## config.mk

```make
export PLATFORM = sky130hd
export DESIGN_NAME = src_reset_combiner
export DESIGN_NICKNAME = d
export VERILOG_FILES = /design/src/core/src_pkg.sv /design/src/core/src_reset_combiner.sv /design/src/core/src_sticky_reg.sv
export SDC_FILE = /design/constraint.sdc
export NUM_CORES = 1
export LEC_CHECK = 0
export ABC_AREA = 1
export BUFFER_PORTS_ARGS = -buffer_cell sky130_fd_sc_hd__clkbuf_2
export CORE_MARGIN = 3
export CORE_UTILIZATION = 54
export DETAILED_ROUTE_END_ITERATION = 8
export GPL_TIMING_DRIVEN = 0
export PLACE_DENSITY = 0.92
export SETUP_SLACK_MARGIN = 0.5
export SYNTH_ARGS = -nofsm -noshare
export SYNTH_HDL_FRONTEND = slang
export SYNTH_HIERARCHICAL = 1
export SYNTH_SLANG_ARGS = --single-unit
```

## constraint.sdc

```tcl
create_clock -name sys_clk_in -period 4.4 [get_ports sys_clk_in]
set_input_delay 0 -clock sys_clk_in [delete_from_list [all_inputs] [get_ports sys_clk_in]]
set_output_delay 0 -clock sys_clk_in [all_outputs]
set_load 0.01 [all_outputs]
```

## src/core/src_pkg.sv

```systemverilog
// Function
// - All reset sources merge into one master system reset output.
// - Power-on, pin, software, watchdog, brown-out and mismatch each assert master reset.
// - Configuration mismatch sets cause flag bit 9; resets to zero.
// - Bit 8 is read/write regulator standby enable, reset zero, on in Sleep.
// - External master-clear pin reset sets flag bit 7; resets to zero.
// - Software reset sets cause flag bit 6; resets to zero.
// - Watchdog time-out sets flag bit 4; resets to zero.
// - Wake from Sleep sets flag bit 3; resets to zero.
// - Wake from Idle sets flag bit 2; resets to zero.
// - Brown-out sets flag bit 1; it is one after power-on.
// - Power-on sets flag bit 0; it is one after power-on.
// - Brown-out and power-on flags hold until software writes zero.
// - Cause register bits 31..10 and bit 5 read as zero.
// - Writing one to trigger bit 0 starts software reset, self-clearing; zero ignored.
// - Trigger write accepted only after the system unlock sequence completed.
// - Trigger register bits 31..1 read as zero.
package src_pkg;
  localparam int          SRC_ADDR_W     = 4;
  localparam int          SRC_DATA_W     = 32;
  localparam int          SRC_STRB_W     = 4;
  localparam int          SRC_CAUSE_W    = 10;
  localparam int          SRC_IRQ_W      = 5;
  localparam int          SRC_SYNC_W     = 4;

  // Register byte offsets
  localparam logic [3:0]  ADDR_CAUSE     = 4'h0;
  localparam logic [3:0]  ADDR_SWTRIG    = 4'h4;
  localparam logic [3:0]  ADDR_IRQ_STAT  = 4'h8;
  localparam logic [3:0]  ADDR_IRQ_MASK  = 4'hC;

  // Cause register fields
  localparam int          BIT_POR        = 0;
  localparam int          BIT_BROWNOUT   = 1;
  localparam int          BIT_IDLE       = 2;
  localparam int          BIT_SLEEP      = 3;
  localparam int          BIT_WDT_TOUT   = 4;
  localparam int          BIT_SOFT_RST   = 6;
  localparam int          BIT_EXT_PIN    = 7;
  localparam int          BIT_REG_STBY   = 8;
  localparam int          BIT_MISMATCH   = 9;
  localparam logic [9:0]  CAUSE_RESET    = 10'h003;
  localparam logic [9:0]  CAUSE_WR_MASK  = 10'h3DF;
  localparam int          BIT_SOFT_TRIG  = 0;

  // Interrupt status fields
  localparam int          IRQ_EXT        = 0;
  localparam int          IRQ_SOFT       = 1;
  localparam int          IRQ_WDT        = 2;
  localparam int          IRQ_BROWNOUT   = 3;
  localparam int          IRQ_MISMATCH   = 4;
  localparam logic [4:0]  IRQ_RESET      = 5'h00;
  localparam logic [4:0]  IRQ_WR_MASK    = 5'h1F;

  // Synchroniser lanes
  localparam int          SY_EXT_N       = 0;
  localparam int          SY_WDT         = 1;
  localparam int          SY_BROWNOUT    = 2;
  localparam int          SY_MISMATCH    = 3;
  localparam logic [3:0]  SYNC_RESET     = 4'h1;

  localparam logic [1:0]  RESP_OKAY      = 2'h0;
  localparam logic [1:0]  RESP_SLVERR    = 2'h2;

  // Master reset stretch after the last source goes away
  localparam int          CLK_PERIOD_NS  = 10;
  localparam int          RST_HOLD_NS    = 100;
  localparam int          HOLD_CYC_INT   = (RST_HOLD_NS + CLK_PERIOD_NS - 1) / CLK_PERIOD_NS;
  localparam logic [3:0]  HOLD_CYCLES    = 4'(HOLD_CYC_INT);
  localparam logic [3:0]  HOLD_ZERO      = 4'h0;
  localparam logic [3:0]  HOLD_ONE       = 4'h1;
endpackage

```

## src/core/src_reset_combiner.sv

```systemverilog
module src_reset_combiner
  import src_pkg::*;
(
  input  wire logic                  sys_clk_in,
  input  wire logic                  reset_in,
  // Reset sources and power-state events
  input  wire logic                  master_clear_pin_n_in,
  input  wire logic                  watchdog_reset_source_in,
  input  wire logic                  brownout_in,
  input  wire logic                  config_mismatch_in,
  input  wire logic                  sleep_wake_in,
  input  wire logic                  idle_wake_in,
  input  wire logic                  unlock_done_in,
  // AXI4-Lite slave
  input  wire logic [SRC_ADDR_W-1:0] s_axi_awaddr_in,
  input  wire logic                  s_axi_awvalid_in,
  output logic                       s_axi_awready_out,
  input  wire logic [SRC_DATA_W-1:0] s_axi_wdata_in,
  input  wire logic [SRC_STRB_W-1:0] s_axi_wstrb_in,
  input  wire logic                  s_axi_wvalid_in,
  output logic                       s_axi_wready_out,
  output logic [1:0]                 s_axi_bresp_out,
  output logic                       s_axi_bvalid_out,
  input  wire logic                  s_axi_bready_in,
  input  wire logic [SRC_ADDR_W-1:0] s_axi_araddr_in,
  input  wire logic                  s_axi_arvalid_in,
  output logic                       s_axi_arready_out,
  output logic [SRC_DATA_W-1:0]      s_axi_rdata_out,
  output logic [1:0]                 s_axi_rresp_out,
  output logic                       s_axi_rvalid_out,
  input  wire logic                  s_axi_rready_in,
  // Outputs to the device
  output logic                       system_master_reset_out,
  output logic                       regulator_standby_en_out,
  output logic                       irq_out
);

  logic [SRC_SYNC_W-1:0]  sync_meta;
  logic [SRC_SYNC_W-1:0]  sync_q;
  logic [SRC_SYNC_W-1:0]  sync_prev;
  logic                   ext_active;
  logic                   ext_event;
  logic                   wdt_event;
  logic                   brownout_event;
  logic                   mismatch_event;

  logic [SRC_ADDR_W-1:0]  aw_addr_q;
  logic [SRC_DATA_W-1:0]  w_data_q;
  logic [SRC_STRB_W-1:0]  w_strb_q;
  logic                   do_write;
  logic [SRC_DATA_W-1:0]  wr_mask;
  logic                   wr_cause;
  logic                   wr_irq_stat;
  logic                   wr_irq_mask;
  logic                   wr_swtrig;
  logic                   wr_mapped;

  logic                   soft_reset_pulse;
  logic [3:0]             hold_cnt;
  logic                   any_source;

  logic [SRC_CAUSE_W-1:0] cause_set;
  logic [SRC_CAUSE_W-1:0] cause_q;
  logic [SRC_IRQ_W-1:0]   irq_set;
  logic [SRC_IRQ_W-1:0]   irq_stat_q;
  logic [SRC_IRQ_W-1:0]   irq_mask_q;

  // Detectors run from other oscillators, so the pin, watchdog, brown-out and mismatch sources are synchronised; the wake inputs are not
  always_ff @(posedge sys_clk_in) begin
    if (reset_in) begin
      sync_meta <= SYNC_RESET;
      sync_q    <= SYNC_RESET;
      sync_prev <= SYNC_RESET;
    end else begin
      sync_meta <= {config_mismatch_in, brownout_in, watchdog_reset_source_in, master_clear_pin_n_in};
      sync_q    <= sync_meta;
      sync_prev <= sync_q;
    end
  end

  assign ext_active     = ~sync_q[SY_EXT_N];
  assign ext_event      = ~sync_q[SY_EXT_N] & sync_prev[SY_EXT_N];
  assign wdt_event      = sync_q[SY_WDT] & ~sync_prev[SY_WDT];
  assign brownout_event = sync_q[SY_BROWNOUT] & ~sync_prev[SY_BROWNOUT];
  assign mismatch_event = sync_q[SY_MISMATCH] & ~sync_prev[SY_MISMATCH];

  // Write channel: address and data taken in either order, held until both are in
  always_ff @(posedge sys_clk_in) begin
    if (reset_in) begin
      s_axi_awready_out <= 1'b1;
      aw_addr_q         <= '0;
    end else if (s_axi_awvalid_in && s_axi_awready_out) begin
      s_axi_awready_out <= 1'b0;
      aw_addr_q         <= s_axi_awaddr_in;
    end else if (s_axi_bvalid_out && s_axi_bready_in) begin
      s_axi_awready_out <= 1'b1;
    end
  end

  always_ff @(posedge sys_clk_in) begin
    if (reset_in) begin
      s_axi_wready_out <= 1'b1;
      w_data_q         <= '0;
      w_strb_q         <= '0;
    end else if (s_axi_wvalid_in && s_axi_wready_out) begin
      s_axi_wready_out <= 1'b0;
      w_data_q         <= s_axi_wdata_in;
      w_strb_q         <= s_axi_wstrb_in;
    end else if (s_axi_bvalid_out && s_axi_bready_in) begin
      s_axi_wready_out <= 1'b1;
    end
  end

  assign do_write = ~s_axi_awready_out & ~s_axi_wready_out & ~s_axi_bvalid_out;

  always_comb begin
    for (int i = 0; i < SRC_STRB_W; i++) begin
      wr_mask[i*8 +: 8] = {8{w_strb_q[i]}};
    end
  end

  assign wr_cause    = do_write && (aw_addr_q == ADDR_CAUSE);
  assign wr_swtrig   = do_write && (aw_addr_q == ADDR_SWTRIG);
  assign wr_irq_stat = do_write && (aw_addr_q == ADDR_IRQ_STAT);
  assign wr_irq_mask = do_write && (aw_addr_q == ADDR_IRQ_MASK);
  assign wr_mapped   = (aw_addr_q == ADDR_CAUSE) || (aw_addr_q == ADDR_SWTRIG) ||
                       (aw_addr_q == ADDR_IRQ_STAT) || (aw_addr_q == ADDR_IRQ_MASK);

  always_ff @(posedge sys_clk_in) begin
    if (reset_in) begin
      s_axi_bvalid_out <= 1'b0;
      s_axi_bresp_out  <= RESP_OKAY;
    end else if (do_write) begin
      s_axi_bvalid_out <= 1'b1;
      s_axi_bresp_out  <= wr_mapped ? RESP_OKAY : RESP_SLVERR;
    end else if (s_axi_bvalid_out && s_axi_bready_in) begin
      s_axi_bvalid_out <= 1'b0;
    end
  end

  // Trigger bit lives one cycle only, so it clears itself; a locked write is dropped
  always_ff @(posedge sys_clk_in) begin
    if (reset_in) begin
      soft_reset_pulse <= 1'b0;
    end else begin
      soft_reset_pulse <= wr_swtrig && w_strb_q[0] && w_data_q[BIT_SOFT_TRIG] && unlock_done_in;
    end
  end

  // Master reset: any source, then stretched so the device sees a clean pulse
  assign any_source = ext_active | sync_q[SY_WDT] | sync_q[SY_BROWNOUT] | sync_q[SY_MISMATCH] |
                      soft_reset_pulse;

  always_ff @(posedge sys_clk_in) begin
    if (reset_in) begin
      system_master_reset_out <= 1'b1;
      hold_cnt                <= HOLD_CYCLES;
    end else if (any_source) begin
      system_master_reset_out <= 1'b1;
      hold_cnt                <= HOLD_CYCLES;
    end else if (hold_cnt != HOLD_ZERO) begin
      system_master_reset_out <= 1'b1;
      hold_cnt                <= hold_cnt - HOLD_ONE;
    end else begin
      system_master_reset_out <= 1'b0;
    end
  end

  // Cause flags: this block is not reset by the master reset it drives, so flags survive it
  always_comb begin
    cause_set            = '0;
    cause_set[BIT_MISMATCH] = mismatch_event;
    cause_set[BIT_EXT_PIN]  = ext_event;
    cause_set[BIT_SOFT_RST] = soft_reset_pulse;
    cause_set[BIT_WDT_TOUT] = wdt_event;
    cause_set[BIT_SLEEP]    = sleep_wake_in;
    cause_set[BIT_IDLE]     = idle_wake_in;
    cause_set[BIT_BROWNOUT] = brownout_event;
  end

  // Power-on flag is set by the block reset or by a software write of one; no source event sets it
  src_sticky_reg #(
    .WIDTH     (SRC_CAUSE_W),
    .RESET_VAL (CAUSE_RESET),
    .W1C       (1'b0)
  ) u_cause (
    .sys_clk_in (sys_clk_in),
    .reset_in   (reset_in),
    .set_in     (cause_set),
    .wr_en_in   (wr_cause),
    .wr_mask_in (wr_mask[SRC_CAUSE_W-1:0] & CAUSE_WR_MASK),
    .wr_data_in (w_data_q[SRC_CAUSE_W-1:0]),
    .value_out  (cause_q)
  );

  always_comb begin
    irq_set           = '0;
    irq_set[IRQ_EXT]  = ext_event;
    irq_set[IRQ_SOFT] = soft_reset_pulse;
    irq_set[IRQ_WDT]  = wdt_event;
    irq_set[IRQ_BROWNOUT] = brownout_event;
    irq_set[IRQ_MISMATCH] = mismatch_event;
  end

  src_sticky_reg #(
    .WIDTH     (SRC_IRQ_W),
    .RESET_VAL (IRQ_RESET),
    .W1C       (1'b1)
  ) u_irq_stat (
    .sys_clk_in (sys_clk_in),
    .reset_in   (reset_in),
    .set_in     (irq_set),
    .wr_en_in   (wr_irq_stat),
    .wr_mask_in (wr_mask[SRC_IRQ_W-1:0] & IRQ_WR_MASK),
    .wr_data_in (w_data_q[SRC_IRQ_W-1:0]),
    .value_out  (irq_stat_q)
  );

  always_ff @(posedge sys_clk_in) begin
    if (reset_in) begin
      irq_mask_q <= IRQ_RESET;
    end else if (wr_irq_mask && w_strb_q[0]) begin
      irq_mask_q <= w_data_q[SRC_IRQ_W-1:0];
    end
  end

  always_ff @(posedge sys_clk_in) begin
    if (reset_in) begin
      irq_out <= 1'b0;
    end else begin
      irq_out <= |(irq_stat_q & irq_mask_q);
    end
  end

  always_ff @(posedge sys_clk_in) begin
    if (reset_in) begin
      regulator_standby_en_out <= 1'b0;
    end else begin
      regulator_standby_en_out <= cause_q[BIT_REG_STBY];
    end
  end

  // Read channel: data sampled at the address handshake, answered one edge later
  always_ff @(posedge sys_clk_in) begin
    if (reset_in) begin
      s_axi_arready_out <= 1'b1;
      s_axi_rvalid_out  <= 1'b0;
      s_axi_rdata_out   <= '0;
      s_axi_rresp_out   <= RESP_OKAY;
    end else if (s_axi_arvalid_in && s_axi_arready_out) begin
      s_axi_arready_out <= 1'b0;
      s_axi_rvalid_out  <= 1'b1;
      s_axi_rresp_out   <= RESP_OKAY;
      s_axi_rdata_out   <= '0;
      case (s_axi_araddr_in)
        ADDR_CAUSE: begin
          s_axi_rdata_out[SRC_CAUSE_W-1:0] <= cause_q;
        end
        ADDR_SWTRIG: begin
          s_axi_rdata_out <= '0;
        end
        ADDR_IRQ_STAT: begin
          s_axi_rdata_out[SRC_IRQ_W-1:0] <= irq_stat_q;
        end
        ADDR_IRQ_MASK: begin
          s_axi_rdata_out[SRC_IRQ_W-1:0] <= irq_mask_q;
        end
        default: begin
          s_axi_rresp_out <= RESP_SLVERR;
        end
      endcase
    end else if (s_axi_rvalid_out && s_axi_rready_in) begin
      s_axi_arready_out <= 1'b1;
      s_axi_rvalid_out  <= 1'b0;
    end
  end

endmodule

```

## src/core/src_sticky_reg.sv

```systemverilog
// Flag vector: hardware set wins over a software write in the same cycle
module src_sticky_reg #(
  parameter int                 WIDTH     = 8,
  parameter logic [WIDTH-1:0]   RESET_VAL = '0,
  parameter bit                 W1C       = 1'b0
) (
  input  wire logic             sys_clk_in,
  input  wire logic             reset_in,
  input  wire logic [WIDTH-1:0] set_in,
  input  wire logic             wr_en_in,
  input  wire logic [WIDTH-1:0] wr_mask_in,
  input  wire logic [WIDTH-1:0] wr_data_in,
  output logic      [WIDTH-1:0] value_out
);
  logic [WIDTH-1:0] next_value;

  always_comb begin
    next_value = value_out;
    if (wr_en_in) begin
      if (W1C) begin
        next_value = value_out & ~(wr_data_in & wr_mask_in);
      end else begin
        next_value = (value_out & ~wr_mask_in) | (wr_data_in & wr_mask_in);
      end
    end
    next_value = next_value | set_in;
  end

  always_ff @(posedge sys_clk_in) begin
    if (reset_in) begin
      value_out <= RESET_VAL;
    end else begin
      value_out <= next_value;
    end
  end
endmodule

```

Word-level counts from Yosys, hierarchy flattened. Cells that the tools add are included.

Output and inout bits: 44. Bits in registers: 75. Logic and storage cells: 98. Bits of input ports: 58.

Bitwise logic cells: 27. Reduce and logical (&&, ||, !) cells: 26. Muxes and demuxes: 16. Add/sub/neg operators: 1. Equal/unequal tests: 6.

Operator list (number): bitwise AND 10 bit (2); bitwise OR 10 bit (2); equality test 4 bit, second input constant (4); bitwise AND 5 bit (3); case mux 5 bit (3 select lines) (1); logical AND 1 bit (13); 2-to-1 mux 1 bit (10); 2-to-1 mux 10 bit (1); 2-to-1 mux 5 bit (2); inverter 10 bit (1); equality test 4 x 3 -> 1 bit, second input constant (2); zero test 4 bit (2); nonzero test 2 bit (4); inverter 1 bit (7); bitwise AND 1 bit (6); inverter 5 bit (1); bitwise OR 5 bit (1); OR reduction 5 bit (1); 2-to-1 mux 2 bit (2); bitwise OR 1 bit (4); nonzero test 4 bit (1); OR reduction 4 bit (1); subtractor 4 x 1 -> 4 bit, second input constant (1); logical OR 1 bit (3); OR reduction 2 bit (1).

Longest topological paths before layout. Gate-level depths: netlist (run 1).

Depth in word-level cells: 7. Depth in mapped cells: 9. Mapped depth without buffers: 8.

Modules after synthesis. The synthesis (run 1) kept the hierarchy.

Modules (own cells, without submodules): src_reset_combiner (cells an instance 310, area an instance 2461.1 µm², sequential area each 1161.1 µm², instances 1); src_sticky_reg at u_cause (cells an instance 79, area an instance 513.0 µm², sequential area each 200.2 µm², instances 1); src_sticky_reg at u_irq_stat (cells an instance 25, area an instance 191.4 µm², sequential area each 100.1 µm², instances 1).

Worst setup path after synthesis (run 1). OpenSTA, ideal clock, no wires.

Path kind: flip-flop to flip-flop. Start: reg aw_addr_q[0]. End: reg u_cause.value_out[7]. Data required time: 4.291 ns. Stages on the path, launching flop included: 10. Path slack: 2.940 ns. Arrival: 1.352 ns. Path buffers: 1. Cells stage by stage: dfxtp_1 nor2_2 inv_1 nor4_1 buf_6 nand2_1 nand2_1 nand3_1 nand2_1 inv_1.

Word-level cells in the longest chain between the ends: 4.

Ends and longest elaborated chain: start: declaration (line src_reset_combiner.sv:47) `logic [SRC_ADDR_W-1:0] aw_addr_q;`; start signal: assignment (line src_reset_combiner.sv:94) `aw_addr_q <= s_axi_awaddr_in;`; zero test 4 bit (line src_reset_combiner.sv:122) `assign wr_cause = do_write && (aw_addr_q == ADDR_CAUSE);`; logical AND 1 bit (line src_reset_combiner.sv:122); net wr_cause (line src_reset_combiner.sv:52) `logic wr_cause;`; 2-to-1 mux 10 bit (line src_sticky_reg.sv:19) `if (wr_en_in) begin`; bitwise OR 10 bit (line src_sticky_reg.sv:26) `next_value = next_value | set_in;`; end signal: assignment (line src_sticky_reg.sv:33) `value_out <= next_value;`; end: declaration (line src_sticky_reg.sv:13) `output logic [WIDTH-1:0] value_out`.

The timed path passes the listed nets, and every way through them passes these cells. A chain may end at the register's enable or synchronous reset.

Final worst setup path (run 1). Same ends and word-level chain as after synthesis.

==> results.yml, run 1 <==
grt:
  track_usage: 0.2437
  antenna_found_initial: 0
  grt_pass1_wl_um: 12350
  grt_pass1_vias: 2761
  grt_overflow_total: 0
  grt_max_degree: 22
synth:
  yosys.area_share.simple: 0.2775
  synth_top_family_by_area: "simple AND/OR/NAND/NOR gates"
  ys_warn_count: 6
  syn_area_per_cell_um2: 7.646
  synth_mux_area_frac: 0
  synth_area_um2: 3166
  synth_compound_area_frac: 0.09249
  yosys-top-cells-area: "dfxtp_1 (46%), nand2_1 (8.8%), nand3_1 (7.4%)"
  ys_seq_area_frac: 0.4617
  ys_ff_latch: 73
  synth_top_area_share: 0.4617
  syn_inst: 414
  synth_top_cell_by_area: "dfxtp_1"
  ys_types: 32
  post_synth_fa_ha_maj_area_fraction: 0.007905
  synthXorXnorAreaFrac: 0.002767
clock_tree:
  root_buffer: "clkbuf_8"
  numCtsBuffers: 9
  htree_levels: 3
  path_clk_slew_ns: 0.07
  cts_buffer_depth: 2
  cts_tree: "yes"
  clock_latency_ns: 0.34
  cts.sinks: 73
pwr:
  seqPwrFrac: 0.507
  p_per_area_nw_per_um2: 348.2
  netSwitchingFraction: 0.2521
  p_sw_mw: 0.3582
  power.internal_mw: 1.063
  power_frac_comb: 0.127
  p_leak_nw: 2.001
  power_frac_clock: 0.367
  peakVddDrop_mv: 0.2414
floorplanning:
  core-area_um2: 5574
  rows: 27
  ios: 102
  start_util: 0.5679
  die_y_um: 82.57
  die_w_um: 82.57
  die_area_um2: 6817
worst_setup_path:
  cp.arrival_ns: 2.05
  crit_type: "reg2reg"
  crit_required_ns: 4.64
  start_kind: "register"
  worstPathMaxFanout: 10
  end_kind: "register"
routing:
  vias_per_cell: 4.873
  wirelength_um: 7637
  first_pass_iters: 5
  antenna_left: 0
  drc: 0
  drtIter0Drc: 249
  drt-wirelength-per-cell_um: 12.56
  vias: 2963
layout:
  final_nets: 592
  n_antenna_cell: 0
  syn_to_final_growth_pct: 28.93
  design_area_um2: 4081
  drive_above_1_share: 0.2313
  final-instance-count-excl-fill: 608
  final_common_cell: "nand2_1"
  utilization: 0.7322
  layout_common_cells: "nand2_1 (74), dfxtp_1 (73), nor2_1 (53), clkbuf_2 (53)"
timing:
  period_needed_ns: 1.806
  period_share: 0.4106
  setup_viol: 0
  slew_viol_final: 0
  worst_slack_ns: 2.594
  hold_viol_final: 0
  tightest_slew_ns: 0.7314
  slew_headroom: 0.5117
  fin_tns_setup_ns: 0
  fin_skew_ns: 0.007545
  rsz0062_at_grt: "false"
  max_clock_freq_ghz: 0.5536
placed_design:
  dp_cells: 567
  dpl_cell_area_um2: 3626
  portBuffers: 53
  place_ws_ns: 2.725
  gp_congestion: 0.8525
  dp_hpwl_um: 5183
outcome:
  outcome: "completed"
job:
  drv_cap: 0
min_path:
  hp-class: "in2reg"
sequential cells by signal, summed over array words and instances, names as in the netlist:
name and count:
s_axi_rdata_out 10, u_cause/value_out 10, w_data_q 10, irq_mask_q 5, u_irq_stat/value_out 5, aw_addr_q 4, hold_cnt 4, sync_meta 4
sync_prev 4, sync_q 4, w_strb_q 2, irq_out 1, regulator_standby_en_out 1, s_axi_arready_out 1, s_axi_awready_out 1, s_axi_bresp_out 1
s_axi_bvalid_out 1, s_axi_rresp_out 1, s_axi_rvalid_out 1, s_axi_wready_out 1, soft_reset_pulse 1, system_master_reset_out 1
worst paths after layout:
check | startpoint | end | slack, ns | cells after the start
min | s_axi_awvalid_in | aw_addr_q[3]$_SDFFE_PP0P_ | 0.04 | 3
max reg2reg | aw_addr_q[0]$_SDFFE_PP0P_ | u_cause/value_out[7]$_SDFF_PP0_ | 2.59 | 9
max | aw_addr_q[0]$_SDFFE_PP0P_ | u_cause/value_out[7]$_SDFF_PP0_ | 2.59 | 9
min reg2reg | sync_meta[2]$_SDFF_PP0_ | sync_q[2]$_SDFF_PP0_ | 0.40 | 2
timing repair:
action                                 in CTS  in global routing
setup endpoints to repair                   0                  0
hold buffers                               26                  0
endpoints found under the hold margin      33                  0
gates resized for setup                     0                  0
buffers inserted                            0                  0
Yosys cell counts:
cell / number
nand2_1: 74
dfxtp_1: 73
nor2_1: 53
inv_1: 47
nand3_1: 47
buf_4: 27
o21ai_0: 24
a21oi_1: 17
a21oi_2: 5
buf_6: 5
clkinv_1: 5
a22oi_1: 4
inv_2: 3
nor2_2: 3
nor2_4: 3
or2_2: 3
clkbuf_1: 2
ha_1: 2
nand2_2: 2
nand3_2: 2
nor4_1: 2
a211oi_1: 1
a31oi_1: 1
and3_1: 1
buf_2: 1
bufinv_8: 1
conb_1: 1
nand4_1: 1
nor2_8: 1
nor3_1: 1
nor3b_2: 1
xor2_1: 1
power groups by stage:
stage,Sequential (mW),Combinational [mW],Clock [mW]
global placement,0.732,0.151,0
finish,0.720,0.180,0.521
global route,0.723,0.203,0.553
floorplan,0.730,0.110,0
detailed placement,0.733,0.156,0
CTS,0.719,0.176,0.524
routing by layer:
layer  part of all wire  vias up  GRT usage  wire length (µm)
li1                   -     1487          -                 -
met1               0.41     1330     0.2769              3101
met2               0.49      124     0.4215              3716
met3              0.078       22    0.05857               597
met4              0.029        0     0.1275               222
met5                  0        -          0                 0
critical path, cell delays in order (launching register included):
cell	delay (ns)
dfxtp_1	0.32
nor2_2	0.16
inv_1	0.08
nor4_1	0.55
buf_6	0.23
nand2_1	0.07
nand2_1	0.11
nand3_1	0.07
nand2_1	0.07
inv_1	0.04
final cells by class:
class / instances / area [µm²]
fill: 425 / 1493
sequential: 73 / 1461
multi-input combinational: 278 / 1314
timing repair buffer: 79 / 525.5
buffer: 35 / 271.5
inverter: 56 / 224.0
clock buffer: 12 / 155.1
tap: 72 / 90.09
clock inverter: 3 / 40.04
cell families (layout without fill, tap and decap cells):
logic type | count (synthesis) | count (layout)
AOI/OAI and AO/OA | 52 | 52
DFF | 73 | 73
xor gates and xnor gates | 1 | 1
buffers and inverters | 91 | 185
other | 1 | 29
and+or+nand+nor | 194 | 194
adders and majority gates | 2 | 2
through the flow:
step	power (mW)	hold slack, ns
floorplan	0.8398	0.06244
global placement	0.8823	0.1855
detailed placement	0.8899	0.1947
CTS	1.419	0.02265
global route	1.479	0.06728
finish	1.421	0.03807
(Power assumes the default switching activity.)
==> run 2: changes to the inputs <==
CORE_UTILIZATION = 51   (was 54)
PLACE_DENSITY = 0.88   (was 0.92)
clock period = 1.7 ns   (was 4.4 ns; I/O delays follow)
==> run 2 against run 1 <==
Effect of this change:
- first-iteration DRC count is 60% higher
- core utilization rose by 0.25 points
- critical path depth increased by 1
- sequential share of layout area decreased by 2.1 points
- via count rose by 11%
- critical path type unchanged
- critical endpoint unchanged
==> results.yml, run 2 (same netlist as run 1, synthesis figures left out) <==
timing:
  period_needed_ns: 1.566
  setup_viol: 0
  hold-worst-slack_ns: 0.06642
  period_share: 0.9212
  max_clock_freq_ghz: 0.6386
  tightest_slew_ns: 0.5150
  slew_headroom: 0.6567
  rsz0062_at_grt: "true"
  hold_viol_final: 0
  fin_tns_setup_ns: 0
  slew_viol_final: 0
  fin_skew_ns: 0.003952
floorplanning:
  die_w_um: 84.79
  core-area_um2: 5956
  die_y_um: 84.79
  ios: 102
  die_area_um2: 7189
  rows: 28
  start_util: 0.5315
layout:
  drive_above_1_share: 0.3056
  n_antenna_cell: 0
  reg_top3: "s_axi_rdata_out x10, u_cause/value_out x10, w_data_q x10"
  design_area_um2: 4375
  utilization: 0.7347
  final_nets: 608
  syn_to_final_growth_pct: 38.22
  layout_common_cells: "dfxtp_1 (67), nand2_1 (62), nor2_1 (53), clkbuf_2 (53), nand3_1 (45)"
  final_common_cell: "dfxtp_1"
grt:
  grt_overflow_total: 0
  gr-usage-met2: 0.3957
  grt_pass1_wl_um: 13130
  antenna_found_initial: 0
  top_usage_layer: "met2"
  grt_max_degree: 22
  met3_usage: 0.04907
  grt_pass1_vias: 2888
  grt_use_met1: 0.2694
  track_usage: 0.2326
worst_setup_path:
  endpoint: "u_cause/value_out[7]$_SDFF_PP0_"
  crit_type: "reg2reg"
  start_kind: "register"
  rrSetupSlack_ns: 0.13
  timing.rr.end: "u_cause/value_out[7]$_SDFF_PP0_"
  worstPathMaxFanout: 5
  end_kind: "register"
  critPathLaunch: "s_axi_bvalid_out$_SDFFE_PP0P_"
  crit_required_ns: 1.95
  cp.arrival_ns: 1.82
  r2r-start: "s_axi_bvalid_out$_SDFFE_PP0P_"
  reg2reg_depth: 10
clock_tree:
  numCtsBuffers: 9
  path_clk_slew_ns: 0.07
  cts_buffer_depth: 2
  cts_tree: "yes"
  cts.sinks: 73
  htree_levels: 3
  root_buffer: "clkbuf_8"
  clock_latency_ns: 0.35
pwr:
  p_total_mw: 3.929
  p_leak_nw: 2.130
  p_per_area_nw_per_um2: 898.0
  peakVddDrop_mv: 0.6217
routing:
  vias: 3296
  drt-wirelength-per-cell_um: 14.99
  first_pass_iters: 6
  drc: 0
  antenna_left: 0
  wirelength_um: 9412
  vias_per_cell: 5.248
  drtIter0Drc: 399
placed_design:
  dp_hpwl_um: 5134
  gp_congestion: 0.8460
  portBuffers: 53
  dpl_cell_area_um2: 3652
min_path:
  hp-class: "in2reg"
outcome:
  outcome: "completed"
job:
  drv_cap: 0
-- run 2: timing repair --
action | CTS | global route
buffers inserted | 5 | 7
endpoints found under the hold margin | 33 | 5
resized for setup | 11 | 35
hold buffers | 25 | 2
gates cloned | 2 | 1
endpoints found under the setup margin | 21 | 25
pin swaps | 11 | 20
-- run 2: layer usage --
metal  routed length, µm  up-vias  part of all wire
met4                 476        0             0.051
met1                3437     1498              0.37
met3                 795       53             0.084
met2                4702      218              0.50
met5                   0        -                 0
li1                    -     1527                 -
-- run 2: report_power, final --
group          internal, mW  switching (mW)
registers              1.80          0.0849
logic                 0.250           0.304
clock network         0.819           0.676
-- run 2: how the worst min path moves through the flow --
| stage | startpoint | to | cells past startpoint |
|---|---|---|---|
| after global placement | master_clear_pin_n_in | sync_meta[0]$_SDFF_PP1_ | 2 |
| after global routing | s_axi_awvalid_in | aw_addr_q[3]$_SDFFE_PP0P_ | 3 |
| after floorplan | reset_in | u_irq_stat/value_out[3]$_SDFF_PP0_ | 1 |
| final | s_axi_awvalid_in | aw_addr_q[3]$_SDFFE_PP0P_ | 3 |
| after CTS | reset_in | u_irq_stat/value_out[3]$_SDFF_PP0_ | 2 |
| after detailed placement | master_clear_pin_n_in | sync_meta[0]$_SDFF_PP1_ | 2 |
-- run 2: through the flow --
stage	std cells	setup WS (ns)
after floorplan	442	0.4078
after global placement	570	0.3467
after detailed placement	570	0.2777
after CTS	618	0.2919
after global routing	628	0.07103
final	628	0.1340
-- run 2: final cells by class --
type	instances	area (µm²)
flip-flops and latches	73	1474
repair buffers	94	655.6
plain buffers	35	277.8
multi-input cells	279	1438
clock inverters	6	82.58
inverters	56	226.5
well taps	75	93.84
clock buffers	10	127.6
fillers	406	1580
-- run 2: critical path, cell delays in order (launching register included) --
cell     delay, ns
dfxtp_4       0.36
nor2_4        0.12
nand2_2       0.09
nor4_4        0.21
buf_4         0.18
buf_6         0.13
nand2_1       0.06
nand2_1       0.10
nand3_1       0.09
nand2_1       0.09
inv_1         0.04
==> run 3: changes to the inputs <==
CORE_ASPECT_RATIO = 0.7   (was not set)
==> run 3 against run 2 <==
Effect of this change:
- clock skew rose by 0.0062 ns
- global-route usage rose by 1.4 points
- largest power group unchanged
- first-iteration DRC count fell by 23%
- critical path depth did not move
- count of clock-buffer cells in the layout did not move
- critical path type unchanged
- largest cell class unchanged
- die area rose by 0.21%
- maximum frequency rose by 4.1%
- sequential share of layout area fell by 0.46 points
==> results.yml, run 3 (same netlist as run 1, synthesis figures left out) <==
worst_setup_path:
  rrSetupSlack_ns: 0.20
  crit_required_ns: 1.94
  start_kind: "register"
  reg2reg_depth: 10
  crit_type: "reg2reg"
  timing.rr.end: "u_cause/value_out[4]$_SDFF_PP0_"
  worstPathMaxFanout: 5
  cp.arrival_ns: 1.75
  r2r-start: "aw_addr_q[1]$_SDFFE_PP0P_"
  end_kind: "register"
layout:
  syn_to_final_growth_pct: 40.00
  utilization: 0.7549
  reg_top3: "s_axi_rdata_out x10, u_cause/value_out x10, w_data_q x10"
  layout_common_cells: "dfxtp_1 (66), nand2_1 (63), clkbuf_2 (53)"
  regArea_um2: 1473
  multiInputGateArea_um2: 1445
  n_antenna_cell: 0
  final_nets: 609
  final_common_cell: "dfxtp_1"
  drive_above_1_share: 0.3110
  fillCellCount: 394
floorplanning:
  rows: 23
  die_y_um: 71.92
  die_area_um2: 7203
  die_w_um: 100.2
  core-area_um2: 5871
  start_util: 0.5392
  ios: 102
clock_tree:
  root_buffer: "clkbuf_8"
  numCtsBuffers: 9
  htree_levels: 3
  cts_tree: "yes"
  cts_buffer_depth: 2
  cts.sinks: 73
  clock_latency_ns: 0.35
  path_clk_slew_ns: 0.08
grt:
  grt_pass1_wl_um: 13740
  grt_pass1_vias: 2856
  track_usage: 0.2462
  grt_max_degree: 22
  antenna_found_initial: 0
  grt_overflow_total: 0
pwr:
  peakVddDrop_mv: 0.7387
  p_total_mw: 4.050
  p_per_area_nw_per_um2: 913.7
  p_leak_nw: 2.126
timing:
  fin_tns_setup_ns: 0
  hold_viol_final: 0
  period_needed_ns: 1.504
  worst_slack_ns: 0.1958
  hold-worst-slack_ns: 0.05547
  setup_viol: 0
  slew_viol_final: 0
  max_clock_freq_ghz: 0.6648
  fin_skew_ns: 0.01018
  rsz0062_at_grt: "true"
  period_share: 0.8848
routing:
  first_pass_iters: 6
  wirelength_um: 9205
  vias_per_cell: 5.099
  drt-wirelength-per-cell_um: 14.66
  drc: 0
  antenna_left: 0
  vias: 3202
  drtIter0Drc: 306
placed_design:
  portBuffers: 53
  gp_congestion: 0.8572
  place_ws_ns: 0.2790
  dp_hpwl_um: 5402
job:
  drv_cap: 0
min_path:
  hold_path.startpoint: "s_axi_awvalid_in"
  hp-class: "in2reg"
  whs_path_depth: 3
  holdPathEnd: "aw_addr_q[3]$_SDFFE_PP0P_"
outcome:
  outcome: "completed"
==> run 3: cell count changes in the layout (fill, tap and decap cells not counted), moves of 2 or more <==
cell | previous run | this run
nor2_2 | 0 | 2
clkinv_2 | 3 | 0
a21oi_1 | 16 | 14
buf_6 | 10 | 8
dfxtp_2 | 4 | 6
buf_12 | 0 | 2
a21oi_2 | 6 | 8
==> run 3: worst max path at each step <==
stage                                             start                                  to  slack [ns]  depth (start not counted)
after floorplan           s_axi_bvalid_out$_SDFFE_PP0P_     u_cause/value_out[7]$_SDFF_PP0_        0.41                          9
final                         aw_addr_q[1]$_SDFFE_PP0P_     u_cause/value_out[4]$_SDFF_PP0_        0.20                         10
after global placement    s_axi_bvalid_out$_SDFFE_PP0P_  u_irq_stat/value_out[3]$_SDFF_PP0_        0.33                          8
after detailed placement  s_axi_bvalid_out$_SDFFE_PP0P_  u_irq_stat/value_out[3]$_SDFF_PP0_        0.28                          8
after CTS                 s_axi_bvalid_out$_SDFFE_PP0P_     u_cause/value_out[8]$_SDFF_PP0_        0.30                          9
after global routing          aw_addr_q[1]$_SDFFE_PP0P_     u_cause/value_out[4]$_SDFF_PP0_        0.11                         10
==> run 3: layout make-up <==
class                           instances  share of cell area
Sequential cell                        73              0.3323
Inverter                               56             0.05167
Tap cell                               75             0.02117
Clock buffer                           10             0.02880
Timing Repair Buffer                   95              0.1544
Multi-Input combinational cell        279              0.3261
Buffer                                 35             0.06183
Clock inverter                          5             0.02372
==> run 3: critical path, stage by stage (launching register included) <==
cell     delay (ns)
dfxtp_2        0.34
nor2_4         0.13
inv_2          0.07
nor4_4         0.19
buf_4          0.18
buf_6          0.13
nand2_2        0.05
nand2_1        0.08
nand3_1        0.07
nand2_1        0.08
inv_1          0.06
==> run 3: power by group <==
part	internal, mW	switching, mW	leakage (nW)	total, mW
Sequential	1.80	0.0823	0.600	1.88
Clock	0.967	0.644	0.109	1.61
Combinational	0.255	0.304	1.42	0.559
==> run 3: timing repair <==
item | in CTS | in global routing
resized for setup | 10 | 38
setup endpoints to repair | 21 | 34
hold buffers | 27 | 0
endpoints found under the hold margin | 32 | 0
buffers inserted | 6 | 7
pin swaps | 5 | 23
cloned | 2 | 1
==> run 3: routing by layer <==
layer | track usage | wire length, µm
met1 | 0.3002 | 3544
met5 | 0 | 0
met3 | 0.08069 | 926
met2 | 0.4156 | 4503
met4 | 0.07922 | 232
==> run 3: per-stage QoR <==
stage	area (µm²)	cells
detailed placement	3652	570
global placement	3652	570
CTS	4263	620
floorplan	3293	442
finish	4432	628
global route	4432	628
